File: config.mk
export PLATFORM = sky130hd
export DESIGN_NAME = c8d_datapath
export DESIGN_NICKNAME = d
export VERILOG_FILES = /design/src/hdl/c8d_pkg.sv /design/src/hdl/c8d_datapath.sv
export SDC_FILE = /design/constraint.sdc
export NUM_CORES = 1
export LEC_CHECK = 0
export BUFFER_PORTS_ARGS = -buffer_cell sky130_fd_sc_hd__buf_2
export CAP_MARGIN = 20
export CORE_ASPECT_RATIO = 2
export CORE_UTILIZATION = 66
export DETAILED_ROUTE_END_ITERATION = 8
export HOLD_SLACK_MARGIN = 0.12
export PLACE_DENSITY = 0.87
export SYNTH_ARGS = -nofsm -noshare
export SYNTH_HDL_FRONTEND = slang
export SYNTH_SLANG_ARGS = --single-unit
File: constraint.sdc
create_clock -name clk -period 10.46 [get_ports clk]
set_clock_uncertainty 0.2 [all_clocks]
set_input_delay 2.615 -clock clk [delete_from_list [all_inputs] [get_ports clk]]
set_output_delay 2.615 -clock clk [all_outputs]
set_load 0.01 [all_outputs]
File: src/hdl/c8d_pkg.sv
// constants and types of the 8-bit register/alu datapath
package c8d_pkg;
  typedef enum logic [2:0] {
    ST_IDLE = 3'b000, ST_T1 = 3'b001, ST_T2 = 3'b011,
    ST_T3   = 3'b010, ST_T4 = 3'b110, ST_TW = 3'b111
  } c8d_state_t;
  typedef enum logic [1:0] {
    CK_FETCH = 2'b00, CK_READ = 2'b01, CK_WRITE = 2'b10, CK_INT = 2'b11
  } c8d_kind_t;
  typedef enum logic [2:0] {
    BS_NONE = 3'h0, BS_PINS = 3'h1, BS_REG = 3'h2, BS_ACC = 3'h3,
    BS_TMP  = 3'h4, BS_ALU  = 3'h5, BS_IR  = 3'h6, BS_FLAG = 3'h7
  } c8d_bsrc_t;
  typedef enum logic [3:0] {
    AF_ADD = 4'h0, AF_ADC = 4'h1, AF_SUB = 4'h2, AF_SBB = 4'h3,
    AF_AND = 4'h4, AF_XOR = 4'h5, AF_OR  = 4'h6, AF_CMP = 4'h7,
    AF_RLC = 4'h8, AF_RRC = 4'h9, AF_RAL = 4'ha, AF_RAR = 4'hb,
    AF_DEC = 4'hc, AF_PASS = 4'hd
  } c8d_afn_t;
  typedef enum logic [1:0] {
    ID_PASS = 2'b00, ID_INC = 2'b01, ID_DEC = 2'b10
  } c8d_idu_t;
  // pair indices, pair count and last byte select code of the register array
  localparam logic [2:0]  PR_SCR   = 3'd3;
  localparam logic [2:0]  PR_PC    = 3'd4;
  localparam logic [2:0]  PR_SP    = 3'd5;
  localparam int          NPAIR    = 6;
  localparam logic [2:0]  SEL_LAST = 3'd5;
  // flag bit positions
  localparam int          FB_CY = 0;
  localparam int          FB_P  = 1;
  localparam int          FB_AC = 2;
  localparam int          FB_Z  = 3;
  localparam int          FB_S  = 4;
  // reset and idle values, decimal adjust constants and opcode
  localparam logic [15:0] PAIR_RST = 16'h0000;
  localparam logic [7:0]  BYTE_RST = 8'h00;
  localparam logic [4:0]  FLAG_RST = 5'h00;
  localparam logic [7:0]  PRE_VAL  = 8'hff;
  localparam logic [3:0]  BCD_MAX  = 4'h9;
  localparam logic [7:0]  BCD_LO   = 8'h06;
  localparam logic [7:0]  BCD_HI   = 8'h60;
  localparam logic [7:0]  OP_DAA   = 8'h27;
endpackage

File: src/hdl/c8d_datapath.sv
// register array, address logic, alu, instruction register and data buffer
// Function
// - 8-bit two-way data bus with tri-state drive, separate from address bus.
// - six timing/control outputs, four control inputs, two clock phase inputs.
// - register array holds six 16-bit pairs including pc, sp, scratch.
// - program counter increments automatically on every instruction fetch.
// - stack pointer decrements on push, increments on pop.
// - general registers usable as single bytes or as 16-bit pairs.
// - scratch pair cannot be selected by program byte select codes.
// - byte moves via select mux; word moves via address latch/incrementer.
// - address latch loads from any pair, drives address pins and incrementer.
// - incrementer returns latch value incremented, decremented or unchanged.
// - alu holds accumulator, shadow accumulator, operand temp, 5-bit flags.
// - alu operates on temp, shadow and carry; result to bus or accumulator.
// - operand temp loads from bus, feeds alu, flags and bus.
// - accumulator loads from alu or bus, copies to shadow and bus.
// - decimal adjust tests accumulator and auxiliary carry for correction.
// - fetch moves opcode byte from internal bus to instruction register.
// - decoder plus timing make controls; cycle requests and inputs drive state timing.
// - output mode latches bus into pin latch; drivers off otherwise.
// - input mode passes external data onto internal bus.
// - internal bus precharged each state except wait and third transfer state.
// - cycle-start strobe launched on rising second phase at cycle start, except on interrupt cycles.
`timescale 1ns/1ps
module c8d_datapath
  import c8d_pkg::*;
(
  // clock and reset
  input  wire logic             clk,
  input  wire logic             rst_n,
  // phase and control pins
  input  wire logic             phase1,
  input  wire logic             phase2,
  input  wire logic             ready,
  input  wire logic             hold_req,
  input  wire logic             int_req,
  input  wire logic             sys_reset,
  // timing and control outputs
  output logic                  sync,
  output logic                  data_in_strobe,
  output logic                  wait_out,
  output logic                  write_n,
  output logic                  hold_grant,
  output logic                  interrupt_enable_out,
  // system buses
  input  wire logic [7:0]       data_i,
  output logic [7:0]            data_o,
  output logic                  data_oe,
  output logic [15:0]           addr_o,
  // cycle requests from the sequencer
  input  wire logic             cyc_req,
  input  wire c8d_pkg::c8d_kind_t cyc_kind,
  input  wire logic [2:0]       cyc_pair,
  input  wire logic             cyc_alu,
  input  wire logic             alu_use_ir,
  input  wire c8d_pkg::c8d_afn_t alu_fn,
  // transfer controls
  input  wire c8d_pkg::c8d_bsrc_t bus_src,
  input  wire logic [2:0]       rd_sel,
  input  wire logic             rd_scr,
  input  wire logic             bw_en,
  input  wire logic [2:0]       bw_sel,
  input  wire logic             bw_scr,
  input  wire logic             wb_en,
  input  wire logic [2:0]       wb_dst,
  input  wire c8d_pkg::c8d_idu_t idu_mode,
  input  wire logic             sp_push,
  input  wire logic             sp_pop,
  input  wire logic             acc_ld,
  input  wire logic             acc_to_act,
  input  wire logic             tmp_ld,
  input  wire logic             flag_from_tmp,
  input  wire logic             ie_set,
  input  wire logic             ie_clr,
  // status
  output logic                  busy,
  output logic                  precharge,
  output logic                  int_pending,
  output logic [7:0]            ir_out,
  output logic [7:0]            acc_out,
  output logic [4:0]            flags_out
);
  import c8d_pkg::*;

  // pin synchronisers
  logic [5:0] pin_m_reg, pin_s_reg;
  logic [7:0] din_m_reg, din_s_reg;
  logic       ph1_d_reg, ph2_d_reg;
  always_ff @(posedge clk or negedge rst_n) begin
    if (!rst_n) begin
      pin_m_reg <= 6'h00;
      pin_s_reg <= 6'h00;
      din_m_reg <= BYTE_RST;
      din_s_reg <= BYTE_RST;
      ph1_d_reg <= 1'b0;
      ph2_d_reg <= 1'b0;
    end else begin
      pin_m_reg <= {sys_reset, int_req, hold_req, ready, phase2, phase1};
      pin_s_reg <= pin_m_reg;
      din_m_reg <= data_i;
      din_s_reg <= din_m_reg;
      ph1_d_reg <= pin_s_reg[0];
      ph2_d_reg <= pin_s_reg[1];
    end
  end
  logic st_en, ph2_rise, rdy_s, hold_s, int_s, srst_s;
  assign st_en    = pin_s_reg[0] & ~ph1_d_reg;
  assign ph2_rise = pin_s_reg[1] & ~ph2_d_reg;
  assign rdy_s    = pin_s_reg[2];
  assign hold_s   = pin_s_reg[3];
  assign int_s    = pin_s_reg[4];
  assign srst_s   = pin_s_reg[5];

  // state timing
  c8d_state_t state_reg, state_next;
  c8d_kind_t  kind_reg;
  logic [2:0] apair_reg;
  logic       alu_req_reg, alu_ir_reg, hold_grant_reg;
  c8d_afn_t   afn_reg;
  logic       start_ok;
  assign start_ok = cyc_req & ~hold_s;
  always_comb begin
    state_next = state_reg;
    unique case (state_reg)
      ST_IDLE: if (start_ok) state_next = ST_T1;
      ST_T1:   state_next = ST_T2;
      ST_T2:   state_next = (rdy_s || kind_reg == CK_INT) ? ST_T3 : ST_TW;
      ST_TW:   if (rdy_s) state_next = ST_T3;
      ST_T3:   state_next = (kind_reg == CK_FETCH || alu_req_reg) ? ST_T4
                          : (start_ok ? ST_T1 : ST_IDLE);
      ST_T4:   state_next = start_ok ? ST_T1 : ST_IDLE;
      default: state_next = ST_IDLE;
    endcase
  end
  logic cyc_take;
  assign cyc_take = st_en && state_next == ST_T1;
  always_ff @(posedge clk or negedge rst_n) begin
    if (!rst_n) begin
      state_reg <= ST_IDLE;
    end else if (srst_s) begin
      state_reg <= ST_IDLE;
    end else if (st_en) begin
      state_reg <= state_next;
    end
  end
  always_ff @(posedge clk or negedge rst_n) begin
    if (!rst_n) begin
      kind_reg    <= CK_FETCH;
      apair_reg   <= PR_PC;
      alu_req_reg <= 1'b0;
      alu_ir_reg  <= 1'b0;
      afn_reg     <= AF_ADD;
    end else if (cyc_take) begin
      kind_reg    <= cyc_kind;
      apair_reg   <= cyc_pair;
      alu_req_reg <= cyc_alu;
      alu_ir_reg  <= alu_use_ir;
      afn_reg     <= alu_fn;
    end
  end

  // control outputs
  logic sync_reg, pchg_reg, ie_reg;
  logic is_rd, is_wr, xfer_st;
  assign is_rd   = kind_reg == CK_FETCH || kind_reg == CK_READ;
  assign is_wr   = kind_reg == CK_WRITE;
  assign xfer_st = state_reg inside {ST_T2, ST_TW, ST_T3};
  always_ff @(posedge clk or negedge rst_n) begin
    if (!rst_n) begin
      sync_reg       <= 1'b0;
      pchg_reg       <= 1'b0;
      hold_grant_reg <= 1'b0;
    end else begin
      sync_reg       <= ph2_rise && state_reg == ST_T1 && kind_reg != CK_INT;
      pchg_reg       <= st_en && !(state_next inside {ST_TW, ST_T3});
      hold_grant_reg <= hold_s && state_reg == ST_IDLE;
    end
  end
  always_ff @(posedge clk or negedge rst_n) begin
    if (!rst_n) begin
      ie_reg <= 1'b0;
    end else if (srst_s || ie_clr) begin
      ie_reg <= 1'b0;
    end else if (ie_set) begin
      ie_reg <= 1'b1;
    end
  end
  assign sync                 = sync_reg;
  assign precharge            = pchg_reg;
  assign hold_grant           = hold_grant_reg;
  assign interrupt_enable_out = ie_reg;
  assign int_pending          = int_s & ie_reg;
  assign data_in_strobe       = is_rd && xfer_st;
  assign wait_out             = state_reg == ST_TW;
  assign write_n              = !(is_wr && xfer_st);
  assign data_oe              = is_wr && xfer_st;
  assign busy                 = state_reg != ST_IDLE;

  // register array and internal bus
  logic [15:0] rf_reg [NPAIR];
  logic [15:0] alat_reg, idu_out, idu_inc;
  logic [7:0]  ibus, rd_byte, alu_res, acc_reg, act_reg, tmp_reg, ir_reg, dout_reg;
  logic [4:0]  flag_reg, alu_flg;
  logic [2:0]  rd_pair, bw_pair;
  logic        bw_ok, pc_inc;
  assign rd_pair = rd_scr ? PR_SCR : {1'b0, rd_sel[2:1]};
  assign bw_pair = bw_scr ? PR_SCR : {1'b0, bw_sel[2:1]};
  assign bw_ok   = bw_en && (bw_scr || bw_sel <= SEL_LAST);
  assign rd_byte = (!rd_scr && rd_sel > SEL_LAST) ? BYTE_RST :
                   rd_sel[0] ? rf_reg[rd_pair][7:0] : rf_reg[rd_pair][15:8];
  always_comb begin
    if (state_reg == ST_T3 && is_rd) begin
      ibus = din_s_reg;
    end else begin
      unique case (bus_src)
        BS_PINS: ibus = din_s_reg;
        BS_REG:  ibus = rd_byte;
        BS_ACC:  ibus = acc_reg;
        BS_TMP:  ibus = tmp_reg;
        BS_ALU:  ibus = alu_res;
        BS_IR:   ibus = ir_reg;
        BS_FLAG: ibus = {3'b000, flag_reg};
        BS_NONE: ibus = PRE_VAL;
      endcase
    end
  end

  // address latch and incrementer
  always_ff @(posedge clk or negedge rst_n) begin
    if (!rst_n) begin
      alat_reg <= PAIR_RST;
    end else if (cyc_take) begin
      alat_reg <= rf_reg[cyc_pair];
    end
  end
  assign addr_o  = alat_reg;
  assign idu_inc = alat_reg + 16'h0001;
  assign idu_out = idu_mode == ID_INC ? idu_inc :
                   idu_mode == ID_DEC ? alat_reg - 16'h0001 : alat_reg;
  assign pc_inc  = st_en && state_reg == ST_T1 && kind_reg == CK_FETCH;

  generate
    for (genvar j = 0; j < NPAIR; j++) begin : g_pair
      always_ff @(posedge clk or negedge rst_n) begin
        if (!rst_n) begin
          rf_reg[j] <= PAIR_RST;
        end else if (srst_s) begin
          rf_reg[j] <= PAIR_RST;
        end else if (j == PR_PC && pc_inc) begin
          rf_reg[j] <= idu_inc;
        end else if (wb_en && wb_dst == 3'(j)) begin
          rf_reg[j] <= idu_out;
        end else if (j == PR_SP && sp_push) begin
          rf_reg[j] <= rf_reg[j] - 16'h0001;
        end else if (j == PR_SP && sp_pop) begin
          rf_reg[j] <= rf_reg[j] + 16'h0001;
        end else if (bw_ok && bw_pair == 3'(j)) begin
          if (bw_sel[0]) rf_reg[j][7:0] <= ibus;
          else rf_reg[j][15:8] <= ibus;
        end
      end
    end
  endgenerate

  // instruction register and decoder
  c8d_afn_t dec_fn, fn;
  always_ff @(posedge clk or negedge rst_n) begin
    if (!rst_n) begin
      ir_reg <= BYTE_RST;
    end else if (st_en && state_reg == ST_T3 && kind_reg == CK_FETCH) begin
      ir_reg <= ibus;
    end
  end
  always_comb begin
    if (ir_reg == OP_DAA) dec_fn = AF_DEC;
    else if (ir_reg[7:6] == 2'b10) dec_fn = c8d_afn_t'({1'b0, ir_reg[5:3]});
    else if (ir_reg[7:5] == 3'b000 && ir_reg[2:0] == 3'b111)
      dec_fn = c8d_afn_t'({2'b10, ir_reg[4:3]});
    else dec_fn = AF_PASS;
  end
  assign fn = alu_ir_reg ? dec_fn : afn_reg;

  // alu
  logic [8:0] sum9;
  logic [4:0] lo5;
  logic [7:0] bx;
  logic       cin, sub, res_c, res_ac;
  always_comb begin
    sub    = fn inside {AF_SUB, AF_SBB, AF_CMP};
    bx     = sub ? ~tmp_reg : tmp_reg;
    cin    = sub ^ (fn inside {AF_ADC, AF_SBB} && flag_reg[FB_CY]);
    sum9   = {1'b0, act_reg} + {1'b0, bx} + {8'h00, cin};
    lo5    = {1'b0, act_reg[3:0]} + {1'b0, bx[3:0]} + {4'h0, cin};
    alu_res = sum9[7:0];
    res_c  = sum9[8] ^ sub;
    res_ac = lo5[4];
    unique case (fn)
      AF_AND: begin alu_res = act_reg & tmp_reg; res_c = 1'b0; end
      AF_XOR: begin alu_res = act_reg ^ tmp_reg; res_c = 1'b0; res_ac = 1'b0; end
      AF_OR:  begin alu_res = act_reg | tmp_reg; res_c = 1'b0; res_ac = 1'b0; end
      AF_RLC: begin alu_res = {act_reg[6:0], act_reg[7]}; res_c = act_reg[7]; end
      AF_RRC: begin alu_res = {act_reg[0], act_reg[7:1]}; res_c = act_reg[0]; end
      AF_RAL: begin alu_res = {act_reg[6:0], flag_reg[FB_CY]}; res_c = act_reg[7]; end
      AF_RAR: begin alu_res = {flag_reg[FB_CY], act_reg[7:1]}; res_c = act_reg[0]; end
      AF_DEC: begin
        bx = (acc_reg[3:0] > BCD_MAX || flag_reg[FB_AC]) ? BCD_LO : BYTE_RST;
        lo5 = {1'b0, acc_reg[3:0]} + {1'b0, bx[3:0]};
        sum9 = {1'b0, acc_reg} + {1'b0, bx};
        res_ac = lo5[4];
        res_c = flag_reg[FB_CY] || sum9[8] || sum9[7:4] > BCD_MAX;
        alu_res = sum9[7:0] + (res_c ? BCD_HI : BYTE_RST);
      end
      AF_PASS: begin alu_res = tmp_reg; res_c = flag_reg[FB_CY]; end
      default: ;
    endcase
    alu_flg = {alu_res[7], alu_res == BYTE_RST, res_ac, ~^alu_res, res_c};
  end

  // accumulator, shadow, operand temp and flags
  logic alu_go;
  assign alu_go = st_en && state_reg == ST_T4 && alu_req_reg;
  always_ff @(posedge clk or negedge rst_n) begin
    if (!rst_n) begin
      acc_reg <= BYTE_RST;
    end else if (alu_go && fn != AF_CMP) begin
      acc_reg <= alu_res;
    end else if (acc_ld) begin
      acc_reg <= ibus;
    end
  end
  always_ff @(posedge clk or negedge rst_n) begin
    if (!rst_n) begin
      act_reg <= BYTE_RST;
    end else if (acc_to_act) begin
      act_reg <= acc_reg;
    end
  end
  always_ff @(posedge clk or negedge rst_n) begin
    if (!rst_n) begin
      tmp_reg <= BYTE_RST;
    end else if (st_en && state_reg == ST_T3 && kind_reg == CK_READ) begin
      tmp_reg <= ibus;
    end else if (tmp_ld) begin
      tmp_reg <= ibus;
    end
  end
  always_ff @(posedge clk or negedge rst_n) begin
    if (!rst_n) begin
      flag_reg <= FLAG_RST;
    end else if (alu_go) begin
      flag_reg <= alu_flg;
    end else if (flag_from_tmp) begin
      flag_reg <= {tmp_reg[7], tmp_reg[6], tmp_reg[4], tmp_reg[2], tmp_reg[0]};
    end
  end
  assign ir_out    = ir_reg;
  assign acc_out   = acc_reg;
  assign flags_out = flag_reg;

  // data buffer output latch
  always_ff @(posedge clk or negedge rst_n) begin
    if (!rst_n) begin
      dout_reg <= BYTE_RST;
    end else if (st_en && state_reg == ST_T1 && kind_reg == CK_WRITE) begin
      dout_reg <= ibus;
    end
  end
  assign data_o = dout_reg;
endmodule

==> results of run 1 <==
## kinds of logic after synthesis
family | count (synthesis)
AO/OA/AOI/OAI | 495
AND/OR/NAND/NOR | 486
flip-flops | 202
buffers and inverters | 143
multiplexers | 87
XOR/XNOR | 63
adder cells (fa/ha/maj) | 51
## stage by stage
step,util,setup WS [ns],std cells,area [sq um]
2_1_floorplan,-,5.47,1527,13600
3_3_place_gp,0.712,4.77,1822,14300
3_5_place_dp,0.713,4.61,1823,14300
4_1_cts,0.749,5.00,1858,15000
## synthesized netlist by cell type (8+ instances only)
| master | count |
|---|---|
| sky130_fd_sc_hd__dfrtp_1 | 202 |
| sky130_fd_sc_hd__nor2_1 | 171 |
| sky130_fd_sc_hd__a21oi_1 | 149 |
| sky130_fd_sc_hd__nand2_1 | 139 |
| sky130_fd_sc_hd__o21ai_0 | 78 |
| sky130_fd_sc_hd__clkbuf_1 | 71 |
| sky130_fd_sc_hd__mux2_2 | 53 |
| sky130_fd_sc_hd__ha_1 | 47 |
| sky130_fd_sc_hd__a211oi_1 | 45 |
| sky130_fd_sc_hd__a22oi_1 | 40 |
| sky130_fd_sc_hd__inv_1 | 40 |
| sky130_fd_sc_hd__xnor2_1 | 40 |
| sky130_fd_sc_hd__nand3_1 | 38 |
| sky130_fd_sc_hd__nor3_1 | 27 |
| sky130_fd_sc_hd__xor2_1 | 23 |
| sky130_fd_sc_hd__mux2i_1 | 18 |
| sky130_fd_sc_hd__nand2b_1 | 18 |
| sky130_fd_sc_hd__or3_1 | 18 |
| sky130_fd_sc_hd__o211ai_1 | 17 |
| sky130_fd_sc_hd__a22o_1 | 16 |
| sky130_fd_sc_hd__mux4_2 | 16 |
| sky130_fd_sc_hd__o21ai_1 | 16 |
| sky130_fd_sc_hd__o221ai_1 | 16 |
| sky130_fd_sc_hd__o22a_1 | 15 |
| sky130_fd_sc_hd__a31oi_1 | 14 |
| sky130_fd_sc_hd__buf_1 | 13 |
| sky130_fd_sc_hd__buf_2 | 13 |
| sky130_fd_sc_hd__o22ai_1 | 13 |
| sky130_fd_sc_hd__nor2b_1 | 12 |
| sky130_fd_sc_hd__or2_2 | 12 |
| sky130_fd_sc_hd__a21o_1 | 8 |
| sky130_fd_sc_hd__nor4_1 | 8 |
## per-layer routing
layer / GRT overflow / GRT usage
met5: 0 / 0.0641
met4: 2 / 0.615
met3: 0 / 0.354
met2: 1 / 0.841
met1: 0 / 0.619
==> run summary, run 1 <==
==========================================================================
Leading cell types by total area after synthesis              sky130_fd_sc_hd__dfrtp_1, sky130_fd_sc_hd__a21oi_1, sky130_fd_sc_hd__nor2_1, sky130_fd_sc_hd__mux2_2, sky130_fd_sc_hd__ha_1
Cell type with the highest aggregate area in the netlist      sky130_fd_sc_hd__dfrtp_1
Xor and xnor area share after synthesis                             0.0407
# rows                                                                  73
Synth top area share                                                 0.373
Mux share of post-synthesis cell area                               0.0839
Combinational family with the most area after synthesis       compound AO/OA/AOI/OAI gates
Buffers on Ports                                                       108
Tool error                                                    [ERROR GRT-0116] Global routing finished with congestion. Check the congestion regions in the DRC Viewer.
Pin count of the biggest net entering global routing                   122
Die Ht                                                              205 um
Complex-gate fraction of the synthesized area                        0.244
Distinct cells, synth                                                   88
Synthesis warning total                                                  0
Starting utilization of the core area                                0.678
Most common flop cell mapped by yosys                         sky130_fd_sc_hd__dfrtp_1
First-pass GRT wire length                                        94500 um
Horizontal extent of the die                                        103 um
Per-instance average area after synthesis                       8.88 sq um
Sequential element share of the synthesized area                     0.373
Sinks on the clock net                                                 202
Max Buffers Root-to-Sink                                                 3
Number of instances in the synthesized netlist                        1527
Total clock buffers created by CTS                                      20
Number of buffers added for setup after CTS                              0
Final estimated routing congestion in global placement                1.08
Stage where the flow stopped                                  global routing (5_1_grt)
Syn_nets                                                              1632
Io pins                                                                109
Total overflow reported by the global router                             3
Vias in the first global route                                       14800
Number of flops mapped to enable cells by yosys                          0
Outcome                                                       stopped before the end
Count of cells resized by post-cts repair                                0
Final HPWL from detailed placement                                38700 um
Simple-gate portion of the synthesized area                          0.167
Post-synthesis register bit count                                      202
Overall global routing resource usage                                0.615
Async set-or-reset flop fraction in the synthesized netlist           1.00
Mapped cell area                                              0.0136 sq mm
Root buffer cell                                              sky130_fd_sc_hd__clkbuf_16
Synthesized-area fraction occupied by adder cells                   0.0493
Number of buffers inserted by hold repair at cts                         0
Max H-tree Level                                                         1
==========================================================================
==> run 2: changes to the inputs <==
- CORE_ASPECT_RATIO: 2 -> unset
- CORE_UTILIZATION: 66 -> 40
- HOLD_SLACK_MARGIN: 0.12 -> unset
- PLACE_DENSITY: 0.87 -> unset
- PLACE_DENSITY_LB_ADDON: unset -> 0.15
==> run summary, run 2 <==
========================================================================================
Outcome                                                                     finished, final reports clean
First-pass GRT wire length                                                      74800 um
Number of buffers inserted by hold repair at cts                                       0   unchanged
Total clock buffers created by CTS                                                    25   +25%
Setup crit end kind                                                             register
Per-instance average area after synthesis                                     8.88 sq um   unchanged
Class of the most critical hold timing path                                      reg2reg
Number of instances in the synthesized netlist                                      1527   unchanged
Most common flop cell mapped by yosys                                       sky130_fd_sc_hd__dfrtp_1
Max H-tree Level                                                                       1   unchanged
Origin of the worst setup path                                                alu_ir_reg
Worst IR drop on VDD                                                            0.145 mV
CTS tree                                                                             yes
Overall global routing resource usage                                              0.286
Commonest cells post-synth                                                  sky130_fd_sc_hd__dfrtp_1, sky130_fd_sc_hd__nor2_1, sky130_fd_sc_hd__a21oi_1, sky130_fd_sc_hd__nand2_1, sky130_fd_sc_hd__o21ai_0
Initial antenna violation count                                                        2
Relative slew margins                                                              0.202
Cell Chain, Critical Path                                                   inv_1, a21oi_1, nand2_1, buf_4, o211ai_1, xnor2_1, fa_1, fa_1, a21o_1, a21oi_1, o21ai_0, xnor2_1, nand2_1, nand2_1, ha_1, xnor2_1, xnor2_1, nand2_1, o21ai_0
Leakage power figure                                                             6.54 nW
Worst Setup Slack, final                                                         4.62 ns
Final antenna-violating net count                                                      0
Mapped cell area                                                            0.0136 sq mm   unchanged
Sinks on the clock net                                                               202   unchanged
Total die area                                                              0.0346 sq mm
P_int                                                                            2.09 mW
Area of the core region                                                     0.0334 sq mm
Buffers on Ports                                                                     108   unchanged
Root buffer cell                                                            sky130_fd_sc_hd__clkbuf_16
Commonest non-fill, non-tap cells in the layout                             sky130_fd_sc_hd__dfrtp_1, sky130_fd_sc_hd__nor2_1, sky130_fd_sc_hd__a21oi_1
Required time at the endpoint of the critical path                              10.73 ns
Crit path max-delay cell type                                               sky130_fd_sc_hd__o211ai_1
Source-to-sink clock delay at the later pin of the worst-skew pair               0.56 ns
Number of hold-slack violations in the final timing report                             0
Source of the worst register-to-register timing path                          alu_ir_reg
Unrepaired setup endpoints after global routing                                    false
# rows                                                                                67   -8.2%
Max Buffers Root-to-Sink                                                               3   unchanged
Largest driver fanout on the critical path                                            34
Switching component of the power                                                 1.59 mW
Iteration-0 DRC count of the detailed router                                        1488
Via count                                                                          12700
Async set-or-reset flop fraction in the synthesized netlist                         1.00   unchanged
Total negative setup slack                                                          0 ns
Starting utilization of the core area                                              0.405   -0.272
Fraction of power spent switching nets                                             0.433
Area added between synthesis and finish                                            12.8%
Final Routed Wirelength                                                         48800 um
Post-Route Hold Slack                                                           0.148 ns
Worst slew pin tran                                                              1.18 ns
Number of flops mapped to enable cells by yosys                                        0   unchanged
Upper clock frequency limit                                                      171 MHz
Distinct cells, synth                                                                 88   unchanged
DRC viols                                                                              0
Pin count of the biggest net entering global routing                                 133
Category of the worst setup path launch point                                   register
Final estimated routing congestion in global placement                             0.904   -16%
Leading cell types by total area after synthesis                            sky130_fd_sc_hd__dfrtp_1, sky130_fd_sc_hd__a21oi_1, sky130_fd_sc_hd__nor2_1, sky130_fd_sc_hd__mux2_2, sky130_fd_sc_hd__ha_1
Clock Power Share                                                                  0.244
Io pins                                                                              109   unchanged
Post-DR vias/cell                                                                   6.20
Vias in the first global route                                                     12100
Die Ht                                                                            186 um   -9.1%
Slowest cell delay on critical path                                              0.94 ns
Portion of total power attributed to sequential cells                              0.318
Clock-pin slew of the registers on the worst-case setup and hold paths           0.06 ns
Dominant cell by count in the synthesized netlist                           sky130_fd_sc_hd__dfrtp_1
Final setup viols                                                                      0
Final HPWL from detailed placement                                              34600 um   -10%
Post-synthesis register bit count                                                    202   unchanged
Horizontal extent of the die                                                      186 um   +80%
Fill cell count                                                                     3242
Shortest period the worst path allows                                            5.84 ns
Mean routed wirelength per cell                                                  23.8 um
Total overflow reported by the global router                                           0
Pwr per Cell Area                                                            241 mW/mm^2
Syn_nets                                                                            1632   unchanged
Arrival time of the worst setup path                                             6.11 ns
Share of total power in combinational logic                                        0.437
Synth top area share                                                               0.373   unchanged
Pre-CTS WS                                                                       4.41 ns   -0.197 ns
Worst Min Path Start                                                        pin_m_reg[5]
Portion of the clock cycle consumed by the worst path in the final layout          0.558
Sequential element share of the synthesized area                                   0.373   unchanged
Count of cells resized by post-cts repair                                              0   unchanged
Number of buffers added for setup after CTS                                            0   unchanged
Max FFs per register                                                                  96
# nets final                                                                        1686
Most common library cell in the layout ignoring fill and taps               sky130_fd_sc_hd__dfrtp_1
Cell type with the highest aggregate area in the netlist                    sky130_fd_sc_hd__dfrtp_1
First-pass iteration count of the detailed router                                      5
Share of cells above drive strength 1                                              0.178
Maxcap violations                                                                      0
Setup Crit Path Kind                                                             reg2reg
Max Slew Vio Count                                                                     0
Synthesis warning total                                                                0   unchanged
========================================================================================
==> run 2: cell counts after synthesis <==
Identical to the previous run, type by type.
==> run 2: worst paths after layout <==
kind	to	slack [ns]	cells past startpoint
max	flags_out[1]	4.62	19
min	pin_s_reg[5]	0.15	0
max reg2reg	flags_out[1]	4.62	19
min reg2reg	pin_s_reg[5]	0.15	0
max in group asynchronous	rf_reg[9]	6.42	2
min in group asynchronous	din_m_reg[0]	1.97	1
==> run 2: cell type report <==
type	count	area, sq um	area share
inverter	41	154	0.0101
tap	448	561	0.0367
sequential	202	5060	0.331
multi-input combinational	1182	7960	0.521
clock buffer	31	668	0.0437
clock inverter	15	176	0.0115
antenna	1	2.50	0.000164
timing repair buffer	129	706	0.0462
==> run 2: metal layers <==
layer,global-route usage,vias to the layer above,share of wire
met5,0,-,0.00027
met3,0.0601,84,0.090
met1,0.426,6290,0.47
met4,0.0741,2,0.026
li1,-,5723,-
met2,0.417,604,0.42
==> run 2: critical path, delay by kind of cell (launching register included) <==
| kind | cells | cell delay, ns |
|---|---|---|
| AOI/OAI and AO/OA | 6 | 2.11 |
| adders and majority gates | 3 | 1.16 |
| xor gates and xnor gates | 4 | 0.73 |
| DFF | 1 | 0.72 |
| buffers and inverters | 2 | 0.44 |
| and+or+nand+nor | 4 | 0.40 |
==> run 2: cell families (layout without fill, tap and decap cells) <==
family	Yosys count	count (layout)	share of synthesized area
compound gates	495	495	0.244
xor+xnor	63	63	0.0407
fa+ha+maj	51	51	0.0493
buf+inv	143	216	0.0425
flops	202	202	0.373
mux	87	87	0.0839
other cells	0	1	0
simple gates	486	486	0.167
==> run 2: power groups by stage <==
stage                     Clock, mW  Combinational (mW)  Sequential (mW)
after floorplan                   0                1.15             1.07
final                         0.899                1.61             1.17
after global routing          0.942                1.75             1.19
after detailed placement          0                1.57             1.18
after global placement            0                1.56             1.18
after CTS                     0.914                1.58             1.16
==> run 2: metrics by stage <==
step,utilization,cell area [sq um],instances,power [mW]
2_1_floorplan,-,13600,1527,2.22
3_3_place_gp,0.431,14400,2000,2.74
3_5_place_dp,0.431,14400,2000,2.74
4_1_cts,0.457,15300,2046,3.66
5_1_grt,0.457,15300,2048,3.88
6_report,0.457,15300,2049,3.68
(Power assumes the default switching activity.)
